### config.mk
export PLATFORM = sky130hd
export DESIGN_NAME = sdram_command_core
export DESIGN_NICKNAME = d
export VERILOG_FILES = /design/src/inc/sdram_cmd_pkg.sv /design/src/rtl/beat_fifo.sv /design/src/rtl/sdram_command_core.sv
export SDC_FILE = /design/constraint.sdc
export NUM_CORES = 1
export LEC_CHECK = 0
export BUFFER_PORTS_ARGS = -buffer_cell sky130_fd_sc_hd__buf_4
export CORE_ASPECT_RATIO = 2
export CORE_UTILIZATION = 62
export DETAILED_ROUTE_END_ITERATION = 7
export GPL_TIMING_DRIVEN = 0
export PLACE_DENSITY = 0.8
export SETUP_SLACK_MARGIN = 0.2
export SYNTH_ARGS = -nofsm -noshare
export SYNTH_HDL_FRONTEND = slang
export SYNTH_SLANG_ARGS = --single-unit
### constraint.sdc
create_clock -name clk_in -period 4.1 [get_ports clk_in]
set_input_delay 0.205 -clock clk_in [delete_from_list [all_inputs] [get_ports clk_in]]
set_output_delay 0.205 -clock clk_in [all_outputs]
set_load 0.05 [all_outputs]
### src/inc/sdram_cmd_pkg.sv
package sdram_cmd_pkg;

	// command encodings on {ras, cas, we}, chip select low
	localparam logic [2:0] CODE_NOP       = 3'h7;
	localparam logic [2:0] CODE_BURST_STOP = 3'h6;
	localparam logic [2:0] CODE_READ      = 3'h5;
	localparam logic [2:0] CODE_WRITE     = 3'h4;
	localparam logic [2:0] CODE_ACTIVATE  = 3'h3;
	localparam logic [2:0] CODE_PRECHARGE = 3'h2;
	localparam logic [2:0] CODE_REFRESH   = 3'h1;
	localparam logic [2:0] CODE_MODE_LOAD = 3'h0;

	// address pin positions
	localparam int BANK_BIT     = 9;
	localparam int AUTO_PRE_BIT = 8;

	// operating mode word fields
	localparam int WMODE_LSB   = 7;
	localparam int LAT_LSB     = 4;
	localparam int ORDER_BIT   = 3;
	localparam int BLEN_LSB    = 0;
	localparam logic [2:0] WMODE_BURST  = 3'h0;
	localparam logic [2:0] WMODE_SINGLE = 3'h4;
	localparam logic [2:0] BLEN_FULL    = 3'h7;

	// reset values
	localparam logic [9:0] MODE_RESET = 10'h020;
	localparam logic [8:0] COUNT_RESET = 9'h000;

	localparam int FULL_PAGE_WORDS = 256;

	typedef enum logic [5:0] {
		idle_type_st      = 6'h01,
		active_st         = 6'h02,
		read_st           = 6'h04,
		write_st          = 6'h08,
		read_then_close_state = 6'h10,
		write_close_st    = 6'h20
	} bank_state_type;

	typedef struct packed {
		logic       cs_n;
		logic       ras_n;
		logic       cas_n;
		logic       we_n;
		logic [9:0] addr;
	} cmd_bus_type;

	typedef struct packed {
		logic       bank;
		logic [7:0] column;
		logic       write;
	} beat_type;

endpackage

### src/rtl/beat_fifo.sv
`timescale 1ns/100ps
module beat_fifo #(
	parameter int WIDTH = 10,
	parameter int DEPTH = 16
) (
	// clock and reset
	input  wire logic             clk_in,
	input  wire logic             reset_in,
	// fill side
	input  wire logic             in_valid_in,
	input  wire logic [WIDTH-1:0] in_data_in,
	output logic                  in_ready_out,
	// drain side
	output logic                  out_valid_out,
	output logic      [WIDTH-1:0] out_data_out,
	input  wire logic             out_ready_in
);
	localparam int AW = $clog2(DEPTH);

	logic [WIDTH-1:0] store [DEPTH];
	logic [AW-1:0]    wr_ptr;
	logic [AW-1:0]    rd_ptr;
	logic [AW:0]      count;
	logic [AW-1:0]    next_wr_ptr;
	logic [AW-1:0]    next_rd_ptr;
	logic [AW:0]      next_count;
	logic             push;
	logic             pop;

	always_comb begin
		push = in_valid_in && (count != (AW+1)'(DEPTH));
		pop  = out_ready_in && (count != '0);
		next_wr_ptr = push ? AW'(wr_ptr + 1'b1) : wr_ptr;
		next_rd_ptr = pop ? AW'(rd_ptr + 1'b1) : rd_ptr;
		next_count = count;
		if (push && !pop) begin
			next_count = (AW+1)'(count + 1'b1);
		end else if (pop && !push) begin
			next_count = (AW+1)'(count - 1'b1);
		end
	end

	always_ff @(posedge clk_in) begin
		if (reset_in) begin
			wr_ptr        <= '0;
			rd_ptr        <= '0;
			count         <= '0;
			in_ready_out  <= 1'b0;
			out_valid_out <= 1'b0;
			out_data_out  <= '0;
		end else begin
			wr_ptr        <= next_wr_ptr;
			rd_ptr        <= next_rd_ptr;
			count         <= next_count;
			in_ready_out  <= next_count != (AW+1)'(DEPTH);
			out_valid_out <= pop;
			out_data_out  <= store[rd_ptr];
		end
	end

	always_ff @(posedge clk_in) begin
		if (push) begin
			store[wr_ptr] <= in_data_in;
		end
	end
endmodule

### src/rtl/sdram_command_core.sv
`timescale 1ns/100ps
// Functional notes
// - decode select and three strobes per edge
// - a9 bank, a7-a0 column, a8 autoprecharge
// - activate idle bank, other bank unchanged
// - precharge a8 both, else a9 bank
// - mode load captures a9-a0 fields
// - first read beat after read latency
// - internal column generation, programmable burst length
// - sequential or interleaved column order
// - burst write starts one cycle after the command, like read latency 1
// - single write mode stores one word
// - full page covers 256 wrapping columns
module sdram_command_core
	import sdram_cmd_pkg::*;
#(
	parameter int FIFO_DEPTH = 16
) (
	// clock and reset
	input  wire logic        clk_in,
	input  wire logic        reset_in,
	// command pins
	input  wire logic        cs_n_in,
	input  wire logic        ras_n_in,
	input  wire logic        cas_n_in,
	input  wire logic        we_n_in,
	input  wire logic [9:0]  addr_in,
	// beat stream out
	output logic             beat_valid_out,
	output logic             beat_bank_out,
	output logic [7:0]       beat_column_out,
	output logic             beat_write_out,
	input  wire logic        beat_ready_in,
	// state view
	output logic [9:0]       mode_word_out,
	output bank_state_type   bank0_state_out,
	output bank_state_type   bank1_state_out,
	output logic             burst_busy_out
);
	cmd_bus_type    pin_meta;
	cmd_bus_type    pin;
	bank_state_type bank_st [2];
	bank_state_type next_bank_st [2];
	logic [9:0]     operating_mode_word;
	logic [9:0]     next_mode;
	// burst generator
	logic           busy;
	logic           next_busy;
	logic           b_bank;
	logic           next_b_bank;
	logic [7:0]     b_start;
	logic [7:0]     next_b_start;
	logic [8:0]     b_idx;
	logic [8:0]     next_b_idx;
	logic [8:0]     b_len;
	logic [8:0]     next_b_len;
	logic           b_write;
	logic           next_b_write;
	logic [2:0]     b_delay;
	logic [2:0]     next_b_delay;
	logic           b_issue;
	logic [7:0]     b_col;
	logic [7:0]     b_mask;
	logic [2:0]     cmd;
	logic           sel;
	logic           stall;
	logic           fifo_ready;
	beat_type       beat_in;
	beat_type       beat_out;
	logic           fifo_valid;

	// pins come from another chip: two stages
	always_ff @(posedge clk_in) begin
		if (reset_in) begin
			pin_meta <= '1;
			pin      <= '1;
		end else begin
			pin_meta <= {cs_n_in, ras_n_in, cas_n_in, we_n_in, addr_in};
			pin      <= pin_meta;
		end
	end

	function automatic logic [8:0] burst_words(input logic [2:0] code);
		unique case (code)
			3'h0: burst_words = 9'h001;
			3'h1: burst_words = 9'h002;
			3'h2: burst_words = 9'h004;
			3'h3: burst_words = 9'h008;
			default: burst_words = 9'(FULL_PAGE_WORDS);
		endcase
	endfunction

	always_comb begin
		cmd = {pin.ras_n, pin.cas_n, pin.we_n};
		sel = pin.addr[BANK_BIT];
		next_bank_st = bank_st;
		next_mode    = operating_mode_word;
		next_busy    = busy;
		next_b_bank  = b_bank;
		next_b_start = b_start;
		next_b_idx   = b_idx;
		next_b_len   = b_len;
		next_b_write = b_write;
		next_b_delay = b_delay;
		b_issue = busy && (b_delay == 3'h0) && !stall;
		b_mask = 8'(b_len - 1'b1);
		if (operating_mode_word[ORDER_BIT]) begin
			b_col = b_start ^ b_idx[7:0];
		end else begin
			// sequential wraps inside the burst-length block, not the row
			b_col = (b_start & ~b_mask) | (8'(b_start + b_idx[7:0]) & b_mask);
		end
		if (!busy) begin
		end else if (b_delay != 3'h0) begin
			next_b_delay = 3'(b_delay - 1'b1);
		end else if (b_issue) begin
			if (9'(b_idx + 1'b1) == b_len && b_len != 9'(FULL_PAGE_WORDS)) begin
				next_busy = 1'b0;
				if (bank_st[b_bank] inside {read_then_close_state, write_close_st}) begin
					next_bank_st[b_bank] = idle_type_st;
				end else if (bank_st[b_bank] inside {read_st, write_st}) begin
					next_bank_st[b_bank] = active_st;
				end
			end else begin
				next_b_idx = 9'(b_idx + 1'b1);
			end
		end
		if (!pin.cs_n) begin
			unique case (cmd)
				CODE_BURST_STOP: begin
					next_busy = 1'b0;
					for (int i = 0; i < 2; i++) begin
						if (bank_st[i] inside {read_st, write_st}) begin
							next_bank_st[i] = active_st;
						end
					end
				end
				CODE_READ, CODE_WRITE: begin
					for (int i = 0; i < 2; i++) begin
						if (bank_st[i] inside {read_st, write_st}) begin
							next_bank_st[i] = active_st;
						end
					end
					if (cmd == CODE_READ) begin
						next_bank_st[sel] = pin.addr[AUTO_PRE_BIT] ? read_then_close_state : read_st;
					end else begin
						next_bank_st[sel] = pin.addr[AUTO_PRE_BIT] ? write_close_st : write_st;
					end
					next_busy    = 1'b1;
					next_b_bank  = sel;
					next_b_start = pin.addr[7:0];
					next_b_idx   = COUNT_RESET;
					next_b_write = cmd == CODE_WRITE;
					next_b_len = burst_words(operating_mode_word[BLEN_LSB +: 3]);
					if (cmd == CODE_WRITE &&
					    operating_mode_word[WMODE_LSB +: 3] == WMODE_SINGLE) begin
						next_b_len = 9'h001;
					end
					if (cmd == CODE_WRITE) begin
						next_b_delay = 3'h0;
					end else begin
						next_b_delay = 3'(operating_mode_word[LAT_LSB +: 3] - 1'b1);
					end
				end
				CODE_ACTIVATE: begin
					if (bank_st[sel] == idle_type_st) begin
						next_bank_st[sel] = active_st;
					end
				end
				CODE_PRECHARGE: begin
					if (pin.addr[AUTO_PRE_BIT]) begin
						next_bank_st[0] = idle_type_st;
						next_bank_st[1] = idle_type_st;
						next_busy = 1'b0;
					end else begin
						next_bank_st[sel] = idle_type_st;
						if (b_bank == sel) begin
							next_busy = 1'b0;
						end
					end
				end
				CODE_MODE_LOAD: begin
					next_mode = pin.addr;
				end
				default: begin
				end
			endcase
		end
	end

	always_ff @(posedge clk_in) begin
		if (reset_in) begin
			bank_st[0]          <= idle_type_st;
			bank_st[1]          <= idle_type_st;
			operating_mode_word <= MODE_RESET;
			busy                <= 1'b0;
			b_bank              <= 1'b0;
			b_start             <= 8'h00;
			b_idx               <= COUNT_RESET;
			b_len               <= COUNT_RESET;
			b_write             <= 1'b0;
			b_delay             <= 3'h0;
			mode_word_out       <= MODE_RESET;
			bank0_state_out     <= idle_type_st;
			bank1_state_out     <= idle_type_st;
			burst_busy_out      <= 1'b0;
		end else begin
			bank_st             <= next_bank_st;
			operating_mode_word <= next_mode;
			busy                <= next_busy;
			b_bank              <= next_b_bank;
			b_start             <= next_b_start;
			b_idx               <= next_b_idx;
			b_len               <= next_b_len;
			b_write             <= next_b_write;
			b_delay             <= next_b_delay;
			mode_word_out       <= next_mode;
			bank0_state_out     <= next_bank_st[0];
			bank1_state_out     <= next_bank_st[1];
			burst_busy_out      <= next_busy;
		end
	end

	// fifo full stalls the column generator, never drops a beat
	assign stall   = !fifo_ready;
	assign beat_in = '{bank: b_bank, column: b_col, write: b_write};

	beat_fifo #(
		.WIDTH ($bits(beat_type)),
		.DEPTH (FIFO_DEPTH)
	) u_fifo (
		.clk_in        (clk_in),
		.reset_in      (reset_in),
		.in_valid_in   (b_issue),
		.in_data_in    (beat_in),
		.in_ready_out  (fifo_ready),
		.out_valid_out (fifo_valid),
		.out_data_out  (beat_out),
		.out_ready_in  (beat_ready_in)
	);

	always_ff @(posedge clk_in) begin
		if (reset_in) begin
			beat_valid_out  <= 1'b0;
			beat_bank_out   <= 1'b0;
			beat_column_out <= 8'h00;
			beat_write_out  <= 1'b0;
		end else begin
			beat_valid_out  <= fifo_valid;
			beat_bank_out   <= beat_out.bank;
			beat_column_out <= beat_out.column;
			beat_write_out  <= beat_out.write;
		end
	end
endmodule

==> results.json, run 1 <==
{
  "status": "finished, final reports clean",
  "die_x_um": 97.6,
  "grt_pass1_vias": 7413,
  "gr-usage-met1_pct": 27.6,
  "path_clk_slew_ps": 70,
  "cp_max_fo": 16,
  "rsz0062_at_grt": "false",
  "layout_common_cells": "edfxtp_1, dfxtp_1, nand2_1",
  "place_congestion": 0.951,
  "p_per_area_nw_per_um2": 458,
  "min_to": "u_fifo.out_valid_out",
  "syn_area_um2": 11300,
  "port_buffers": 50,
  "hold_viol_final": 0,
  "nets": 983,
  "critPathArrivalTime_ps": 3590,
  "finClkSkew_ps": 9.97,
  "peakVddDrop_v": 0.000466,
  "timing.slew.headroom_pct": 14.3,
  "reg2reg_depth": 7,
  "slew_viol_final": 0,
  "met2_usage_pct": 56.3,
  "dieArea_um2": 18800,
  "synthArstFlopShare_pct": 0,
  "vias": 7237,
  "clock-root-buffer": "clkbuf_16",
  "core_area_um2": 17800,
  "reg2reg_from": "b_idx[1]",
  "period_share_pct": 84.3,
  "antenna_found_initial": 0,
  "chipHeight_um": 193,
  "initial_utilization_pct": 63.7,
  "final_common_cell": "edfxtp_1",
  "grt_max_degree": 24,
  "r2r_setup_slack_ps": 640,
  "cts_resized": 0,
  "h-tree-depth": 1,
  "row_count": 69,
  "cts.path.max_buffers": 3,
  "gr-total-overflow": 0,
  "syn_inst": 851,
  "syn-mean-instance-area_um2": 13.3,
  "grt_util_met3_pct": 2.67,
  "hp-class": "in -> reg",
  "worstMarginPinSlew_ps": 1280,
  "yosysWarnings": 0,
  "worstHoldStart": "beat_ready_in",
  "ant_nets": 0,
  "fin_cells": 1174,
  "syn2layout_area_growth_pct": 14.1,
  "setup_tns_ps": 0,
  "drt-initial-drc-count": 414,
  "crit_path_end_kind": "flip-flop",
  "layout-drive-gt1-share_pct": 19.6,
  "postCtsSetupBuffers": 0,
  "track_usage_pct": 28.5,
  "setup_viol": 0,
  "grt_pass1_wl_um": 40000,
  "ys_seq_area_share_pct": 62.6,
  "drc": 0,
  "reg2reg_to": "u_fifo.store[1][8]",
  "hpwl_um": 18800,
  "synth_seq_cells": 274,
  "synth_cell_type_count": 69,
  "clk_latency_ps": 510,
  "worstSetupPathType": "reg -> reg",
  "cts.sinks": 274,
  "drv_cap": 0,
  "drt-pass1-iter-count": 5,
  "synth_fp_nets": 889,
  "start_kind": "flip-flop",
  "dp.cells": 1119,
  "crit_required_ps": 4230,
  "min_period_ps": 3460,
  "fill_cells": 1134,
  "drt-total-wl_um": 26400,
  "cts_tree": "done",
  "p_leak_nw": 4.42,
  "post_drt_via_cell_ratio": 6.16,
  "cts_made_buffers": 23,
  "synth-edff-count": 160,
  "wl_per_cell_um": 22.4,
  "ios": 51,
  "clock.fmax_mhz": 289,
  "grt_busiest_layer": "met2",
  "synth_flop_cell": "edfxtp_1",
  "antennaDiodeCount": 0,
  "min_path_cells": 3
}
==> timing repair <==
action,CTS,global route
hold buffers,14,0
endpoints found under the setup margin,0,0
hold endpoints to repair,14,0
==> layout make-up <==
| class | count | area [µm²] | share of cell area (%) |
|---|---|---|---|
| Clock inverter | 13 | 150 | 1.16 |
| Clock buffer | 28 | 604 | 4.67 |
| Multi-Input combinational cell | 506 | 3980 | 30.7 |
| Tap cell | 213 | 267 | 2.06 |
| Timing Repair Buffer | 69 | 561 | 4.34 |
| Inverter | 26 | 97.6 | 0.755 |
| Buffer | 45 | 186 | 1.44 |
| Sequential cell | 274 | 7090 | 54.8 |
==> critical path, stage by stage (launching register included) <==
cell and delay, ps:
dfxtp_1 470, ha_1 300, a21oi_1 270, o21ai_0 140, o41ai_1 600, a41oi_1 200, o21ai_0 140, xor2_1 960
==> power by group <==
| part | total [mW] | switching, mW | internal (mW) |
|---|---|---|---|
| Combinational | 0.730 | 0.384 | 0.346 |
| Clock | 2.20 | 0.960 | 1.24 |
| Sequential | 2.99 | 0.0388 | 2.95 |
| Total | 5.93 | 1.38 | 4.54 |
==> worst max path at each step <==
stage / start / to / cells after the start
after floorplan: busy / u_fifo.store[3][0] / 5
after global placement: b_delay[0] / u_fifo.store[3][5] / 7
after detailed placement: b_idx[1] / u_fifo.store[1][8] / 7
after CTS: b_idx[1] / u_fifo.store[1][8] / 7
after global routing: b_idx[1] / u_fifo.store[0][8] / 7
final: b_idx[1] / u_fifo.store[1][8] / 7
==> routing by layer <==
metal / wire length [µm] / up-vias / part of all wire, %
li1: - / 3337 / -
met1: 8460 / 3538 / 32
met2: 15000 / 284 / 57
met3: 1160 / 78 / 4.4
met4: 1690 / 0 / 6.4
met5: 0 / - / 0
==> state kept, by name, indices dropped and copies added, names as in the netlist, 3 cells and up <==
signal / count
b_delay: 3
b_idx: 9
b_len: 5
b_start: 8
bank_st: 12
beat_column_out: 8
cmd: 3
operating_mode_word: 10
pin: 11
pin_meta: 14
u_fifo.count: 5
u_fifo.out_data_out: 10
u_fifo.rd_ptr: 4
u_fifo.store: 160
u_fifo.wr_ptr: 4
==> cell families after synthesis <==
| family | after synthesis | synth area share, % |
|---|---|---|
| multiplexers | 57 | 10.6 |
| adder cells (fa/ha/maj) | 21 | 2.39 |
| AND/OR/NAND/NOR | 278 | 12.4 |
| AO/OA/AOI/OAI | 125 | 7.60 |
| XOR/XNOR | 25 | 1.93 |
| buffers and inverters | 71 | 2.51 |
| flip-flops | 274 | 62.6 |
==> synthesized netlist by cell type, types with 6 or more instances <==
library cell / number / area (µm²)
a21oi_1: 41 / 205
o22ai_1: 8 / 50.1
a31oi_1: 6 / 37.5
nand2b_1: 6 / 37.5
nor2b_1: 19 / 119
nand3_1: 12 / 60.1
dfxtp_1: 114 / 2280
edfxtp_1: 160 / 4800
nand4_1: 7 / 43.8
inv_1: 26 / 97.6
ha_1: 20 / 250
and2_1: 12 / 75.1
xnor2_1: 12 / 105
buf_1: 9 / 33.8
nor2_1: 61 / 229
or2_2: 29 / 181
nand2_1: 84 / 315
clkbuf_1: 33 / 124
nor3_1: 14 / 70.1
o21ai_0: 20 / 100
or3_1: 9 / 56.3
mux4_2: 50 / 1130
xor2_1: 13 / 114
==> through the flow <==
| step | instance area (µm²) | power, mW | worst slack [ps] | hold slack (ps) | util, % |
|---|---|---|---|---|---|
| global placement | 12000 | 3.76 | 470 | 389 | 67.3 |
| floorplan | 11300 | 3.57 | 1360 | 309 | - |
| CTS | 12900 | 5.95 | 652 | 62.5 | 72.7 |
| finish | 12900 | 5.93 | 644 | 75.9 | 72.7 |
| detailed placement | 12000 | 3.78 | 742 | 392 | 67.7 |
| global route | 12900 | 6.09 | 447 | 80.7 | 72.7 |
(Power assumes the default switching activity.)
==> run 2, diff against run 1 <==
- CORE_UTILIZATION: 62 -> 55
- PLACE_DENSITY: 0.8 -> 0.75
- clock period: 4.1 -> 3.1 ns (I/O delays scaled with it)
==> run 2 against run 1 <==
Compared with the run above: sequential power increased by 32%; sequential cell count stayed put; sequential share of layout area is 0.80 points lower; final cell count increased by 4.3%; power is 31% higher; highest routed layer unchanged; die area grew 13%; clock power grew 28%; largest cell class unchanged; via count is 1.9% lower; setup slack lost 330 ps; core utilization fell by 7.1 points; first-iteration DRC count unchanged; global-route usage is 3.1 points lower.
==> results.json, run 2 (synthesized netlist as in run 1, its figures left out) <==
{
  "status": "finished, final reports clean",
  "whs_ps": 39.9,
  "p_sw_mw": 1.82,
  "grt_pass1_wl_um": 39100,
  "cts_made_buffers": 23,
  "cts_tree": "done",
  "cts.path.max_buffers": 3,
  "peakVddDrop_v": 0.000474,
  "slew_viol_final": 0,
  "nets": 985,
  "layout_common_cells": "edfxtp_1, dfxtp_1, nand2_1",
  "path_clk_slew_ps": 70,
  "crit_required_ps": 3460,
  "grt_max_degree": 24,
  "dieArea_um2": 21200,
  "antenna_found_initial": 0,
  "layout-drive-gt1-share_pct": 22.3,
  "ant_nets": 0,
  "p_leak_nw": 4.45,
  "min_period_ps": 2790,
  "grt_util_met3_pct": 2.59,
  "h-tree-depth": 1,
  "vias": 7097,
  "hpwl_um": 17800,
  "fin_ws_ps": 311,
  "period_share_pct": 90.0,
  "p_total_mw": 7.75,
  "start_kind": "flip-flop",
  "p_int_mw": 5.93,
  "gr-usage-met1_pct": 25.9,
  "swShare_pct": 23.5,
  "clk_latency_ps": 500,
  "gr-total-overflow": 0,
  "cts.sinks": 274,
  "design_area_um2": 13100,
  "die_x_um": 103,
  "worstSetupPathType": "reg -> reg",
  "pre_cts_slack_ps": -300,
  "chipHeight_um": 205,
  "grt_busiest_layer": "met2",
  "hold_viol_final": 0,
  "p_seq_share_pct": 51.0,
  "worstMarginPinSlew_ps": 913,
  "dp.cells": 1166,
  "fin_cells": 1225,
  "met2_usage_pct": 49.1,
  "cp_max_fo": 6,
  "combinationalPowerShare_pct": 12.7,
  "top_regs": "u_fifo.store: 160 flops, pin_meta: 14 flops, bank_st: 12 flops",
  "rsz0062_at_grt": "true",
  "fin_util_pct": 65.6,
  "track_usage_pct": 25.4,
  "drt-total-wl_um": 25300,
  "top_register": "u_fifo.store",
  "crit_path_max_incr_delay_ps": 560,
  "hp-class": "in -> reg",
  "drt-pass1-iter-count": 5,
  "timing.slew.headroom_pct": 39.0,
  "syn2layout_area_growth_pct": 15.9,
  "post_drt_via_cell_ratio": 5.79,
  "setup_tns_ps": 0,
  "grt_pass1_vias": 7213,
  "clock-root-buffer": "clkbuf_16",
  "wl_per_cell_um": 20.6,
  "clock.fmax_mhz": 359,
  "drt-initial-drc-count": 414,
  "place_congestion": 0.903,
  "initial_utilization_pct": 56.6,
  "row_count": 73,
  "cp_cell_sequence": "nand3_4, or4_4, a2111oi_4, o2111ai_4, o41ai_1, o32ai_1",
  "cp.buffers_inverters": 0,
  "place_area_um2": 12100,
  "critPathTopFamily": "compound AO/OA/AOI/OAI gates",
  "setup_viol": 0,
  "cp_slowest_cell": "o41ai_1",
  "largest_reg_flops": 160,
  "finClkSkew_ps": 8.22,
  "clockPowerShare_pct": 36.2,
  "drc": 0,
  "crit_path_end_kind": "flip-flop",
  "drv_cap": 0,
  "port_buffers": 50,
  "p_per_area_nw_per_um2": 591,
  "core_area_um2": 20000,
  "antennaDiodeCount": 0,
  "ios": 51,
  "critPathArrivalTime_ps": 3150,
  "final_common_cell": "edfxtp_1"
}
run 2: path summary, 6_finish.rpt:
check           startpoint                    to  slack, ps  cells after the start
max               b_idx[4]           bank_st[11]        310                      6
min          beat_ready_in  u_fifo.out_valid_out         40                      3
max reg2reg       b_idx[4]           bank_st[11]        310                      6
min reg2reg   pin_meta[10]                cmd[0]        410                      1
run 2: final cells by class:
| class | count | area, µm² |
|---|---|---|
| Multi-Input combinational cell | 506 | 4090 |
| Clock inverter | 12 | 95.1 |
| Sequential cell | 274 | 7090 |
| Clock buffer | 29 | 639 |
| Fill cell | 1421 | 6880 |
| Timing Repair Buffer | 71 | 584 |
| Buffer | 45 | 204 |
| Tap cell | 262 | 328 |
| Inverter | 26 | 97.6 |
run 2: layer usage:
| metal | vias to the layer above | wire, µm |
|---|---|---|
| met1 | 3486 | 8550 |
| met5 | - | 0 |
| li1 | 3343 | - |
| met2 | 204 | 14600 |
| met4 | 0 | 1290 |
| met3 | 64 | 828 |
run 2: tightest hold or removal path, delay by kind of cell:
kind | cells | cell delay (ps)
buffers and inverters | 1 | 100
and+or+nand+nor | 2 | 240
run 2: what timing repair did:
| action | 4_1_cts | 5_1_grt |
|---|---|---|
| gates resized for setup | 23 | 16 |
| setup endpoints to repair | 183 | 94 |
| endpoints found under the hold margin | 14 | 0 |
| pin swaps | 2 | 2 |
| setup buffers | 4 | 0 |
| hold buffers | 14 | 0 |
run 2: power groups by stage:
stage / clock network (mW) / registers [mW] / logic [mW]
2_1_floorplan: 0 / 4.08 / 0.640
3_3_place_gp: 0 / 4.04 / 0.957
3_5_place_dp: 0 / 4.04 / 0.976
4_1_cts: 2.84 / 3.96 / 1.01
5_1_grt: 2.97 / 3.97 / 1.06
6_report: 2.81 / 3.96 / 0.986
==> run 3, diff against run 2 <==
- CTS_BUF_LIST: default -> sky130_fd_sc_hd__clkbuf_4 sky130_fd_sc_hd__clkbuf_8 sky130_fd_sc_hd__clkbuf_16
==> run 3 against run 2 <==
Compared with the run above: fmax shrank 0.20%; clock power hardly changed; die area is the same; design area about the same; register-to-register slack barely moved; power up 0.42%; critical path type unchanged; largest cell class unchanged; setup slack got worse by 5.6 ps; critical path depth up 1; critical endpoint unchanged; via count about the same; hold slack improved by 2.7 ps; combinational power about the same.
==> results.json, run 3 (synthesized netlist as in run 1, its figures left out) <==
{
  "h-tree-depth": 1,
  "track_usage_pct": 25.4,
  "clock.fmax_mhz": 358,
  "clockPowerShare_pct": 36.5,
  "cts.path.max_buffers": 3,
  "drt-initial-drc-count": 419,
  "clk_latency_ps": 500,
  "die_x_um": 103,
  "status": "finished, final reports clean",
  "rsz0062_at_grt": "true",
  "fin_cells": 1225,
  "p_seq_share_pct": 50.8,
  "top_regs": "u_fifo.store: 160 flops, pin_meta: 14 flops, bank_st: 12 flops",
  "chipHeight_um": 205,
  "peakVddDrop_v": 0.000475,
  "grt_pass1_vias": 7226,
  "min_period_ps": 2790,
  "hpwl_um": 17800,
  "drv_cap": 0,
  "drt-pass1-iter-count": 5,
  "clock-root-buffer": "clkbuf_16",
  "antenna_found_initial": 0,
  "start_kind": "flip-flop",
  "timing.slew.headroom_pct": 39.5,
  "worstMarginPinSlew_ps": 907,
  "p_per_area_nw_per_um2": 593,
  "fin_util_pct": 65.7,
  "worstSetupPathType": "reg -> reg",
  "antennaDiodeCount": 0,
  "gr-total-overflow": 0,
  "finClkSkew_ps": 9.30,
  "largest_reg_flops": 160,
  "swShare_pct": 23.5,
  "initial_utilization_pct": 56.6,
  "cp_max_fo": 10,
  "critPathArrivalTime_ps": 3150,
  "crit_required_ps": 3460,
  "dieArea_um2": 21200,
  "hold_viol_final": 0,
  "ant_nets": 0,
  "cp.buffers_inverters": 1,
  "layout-drive-gt1-share_pct": 22.6,
  "row_count": 73,
  "layout_common_cells": "edfxtp_1, dfxtp_1, nand2_1",
  "whs_ps": 42.6,
  "setup_viol": 0,
  "port_buffers": 50,
  "slew_viol_final": 0,
  "grt_max_degree": 24,
  "p_leak_nw": 4.46,
  "critPathTopFamily": "compound AO/OA/AOI/OAI gates",
  "cp_slowest_cell": "o41ai_1",
  "crit_path_end_kind": "flip-flop",
  "cts.sinks": 274,
  "grt_pass1_wl_um": 39100,
  "dp.cells": 1166,
  "path_clk_slew_ps": 70,
  "cts_made_buffers": 23,
  "cp_cell_sequence": "clkbuf_8, nand3_4, or4_4, a2111oi_4, o2111ai_4, o41ai_1, o32ai_1",
  "hp-class": "in -> reg",
  "final_common_cell": "edfxtp_1",
  "drt-total-wl_um": 25300,
  "vias": 7094,
  "ios": 51,
  "drc": 0,
  "post_drt_via_cell_ratio": 5.79,
  "p_sw_mw": 1.83,
  "p_total_mw": 7.79,
  "combinationalPowerShare_pct": 12.7,
  "period_share_pct": 90.1,
  "place_congestion": 0.903,
  "nets": 985,
  "cts_tree": "done",
  "crit_path_max_incr_delay_ps": 560,
  "top_register": "u_fifo.store",
  "core_area_um2": 20000,
  "syn2layout_area_growth_pct": 16.0,
  "wl_per_cell_um": 20.7,
  "p_int_mw": 5.96,
  "setup_tns_ps": 0
}
run 3: path summary, 6_finish.rpt:
kind,start,endpoint,slack (ps),cells after the start
setup / recovery,b_idx[2],bank_st[11],310,7
hold / removal,beat_ready_in,u_fifo.out_valid_out,40,3
setup reg to reg,b_idx[2],bank_st[11],310,7
hold reg to reg,pin_meta[10],cmd[0],410,1
run 3: worst register-to-register path, delay by kind of cell (launching register included):
| family | cells | cell delay [ps] |
|---|---|---|
| DFF | 1 | 360 |
| and+or+nand+nor | 2 | 630 |
| buffers and inverters | 1 | 180 |
| AOI/OAI and AO/OA | 4 | 1490 |
run 3: metrics by stage:
step | setup slack (ps) | area (µm²)
finish | 306 | 13100
global route | 174 | 13100
CTS | 96.7 | 13100
detailed placement | -300 | 12100
global placement | -409 | 12000
floorplan | 356 | 11300
run 3: metal layers:
layer,global-route usage (%),share of wire (%)
met2,49.2,58
met5,0,0
met3,2.59,3.8
met4,12.7,5.0
met1,25.9,33
run 3: repair_timing:
action | in CTS | in global routing
pin swaps | 2 | 2
setup buffers | 4 | 0
hold buffers | 14 | 0
resized for setup | 23 | 16
hold endpoints to repair | 14 | 0
setup endpoints to repair | 183 | 94
run 3: power by group through the flow:
stage                     clock network (mW)  registers, mW  logic [mW]
after floorplan                            0           4.08       0.640
after global placement                     0           4.04       0.957
after detailed placement                   0           4.04       0.976
after CTS                               2.87           3.96        1.01
after global routing                    3.00           3.97        1.06
final                                   2.84           3.96       0.986
run 3: area by class of cell:
cell class | instances | area [µm²]
fill | 1417 | 6870
inverter | 26 | 97.6
sequential | 274 | 7090
tap | 262 | 328
clock buffer | 29 | 651
clock inverter | 12 | 95.1
buffer | 45 | 204
multi-input combinational | 506 | 4090
timing repair buffer | 71 | 584
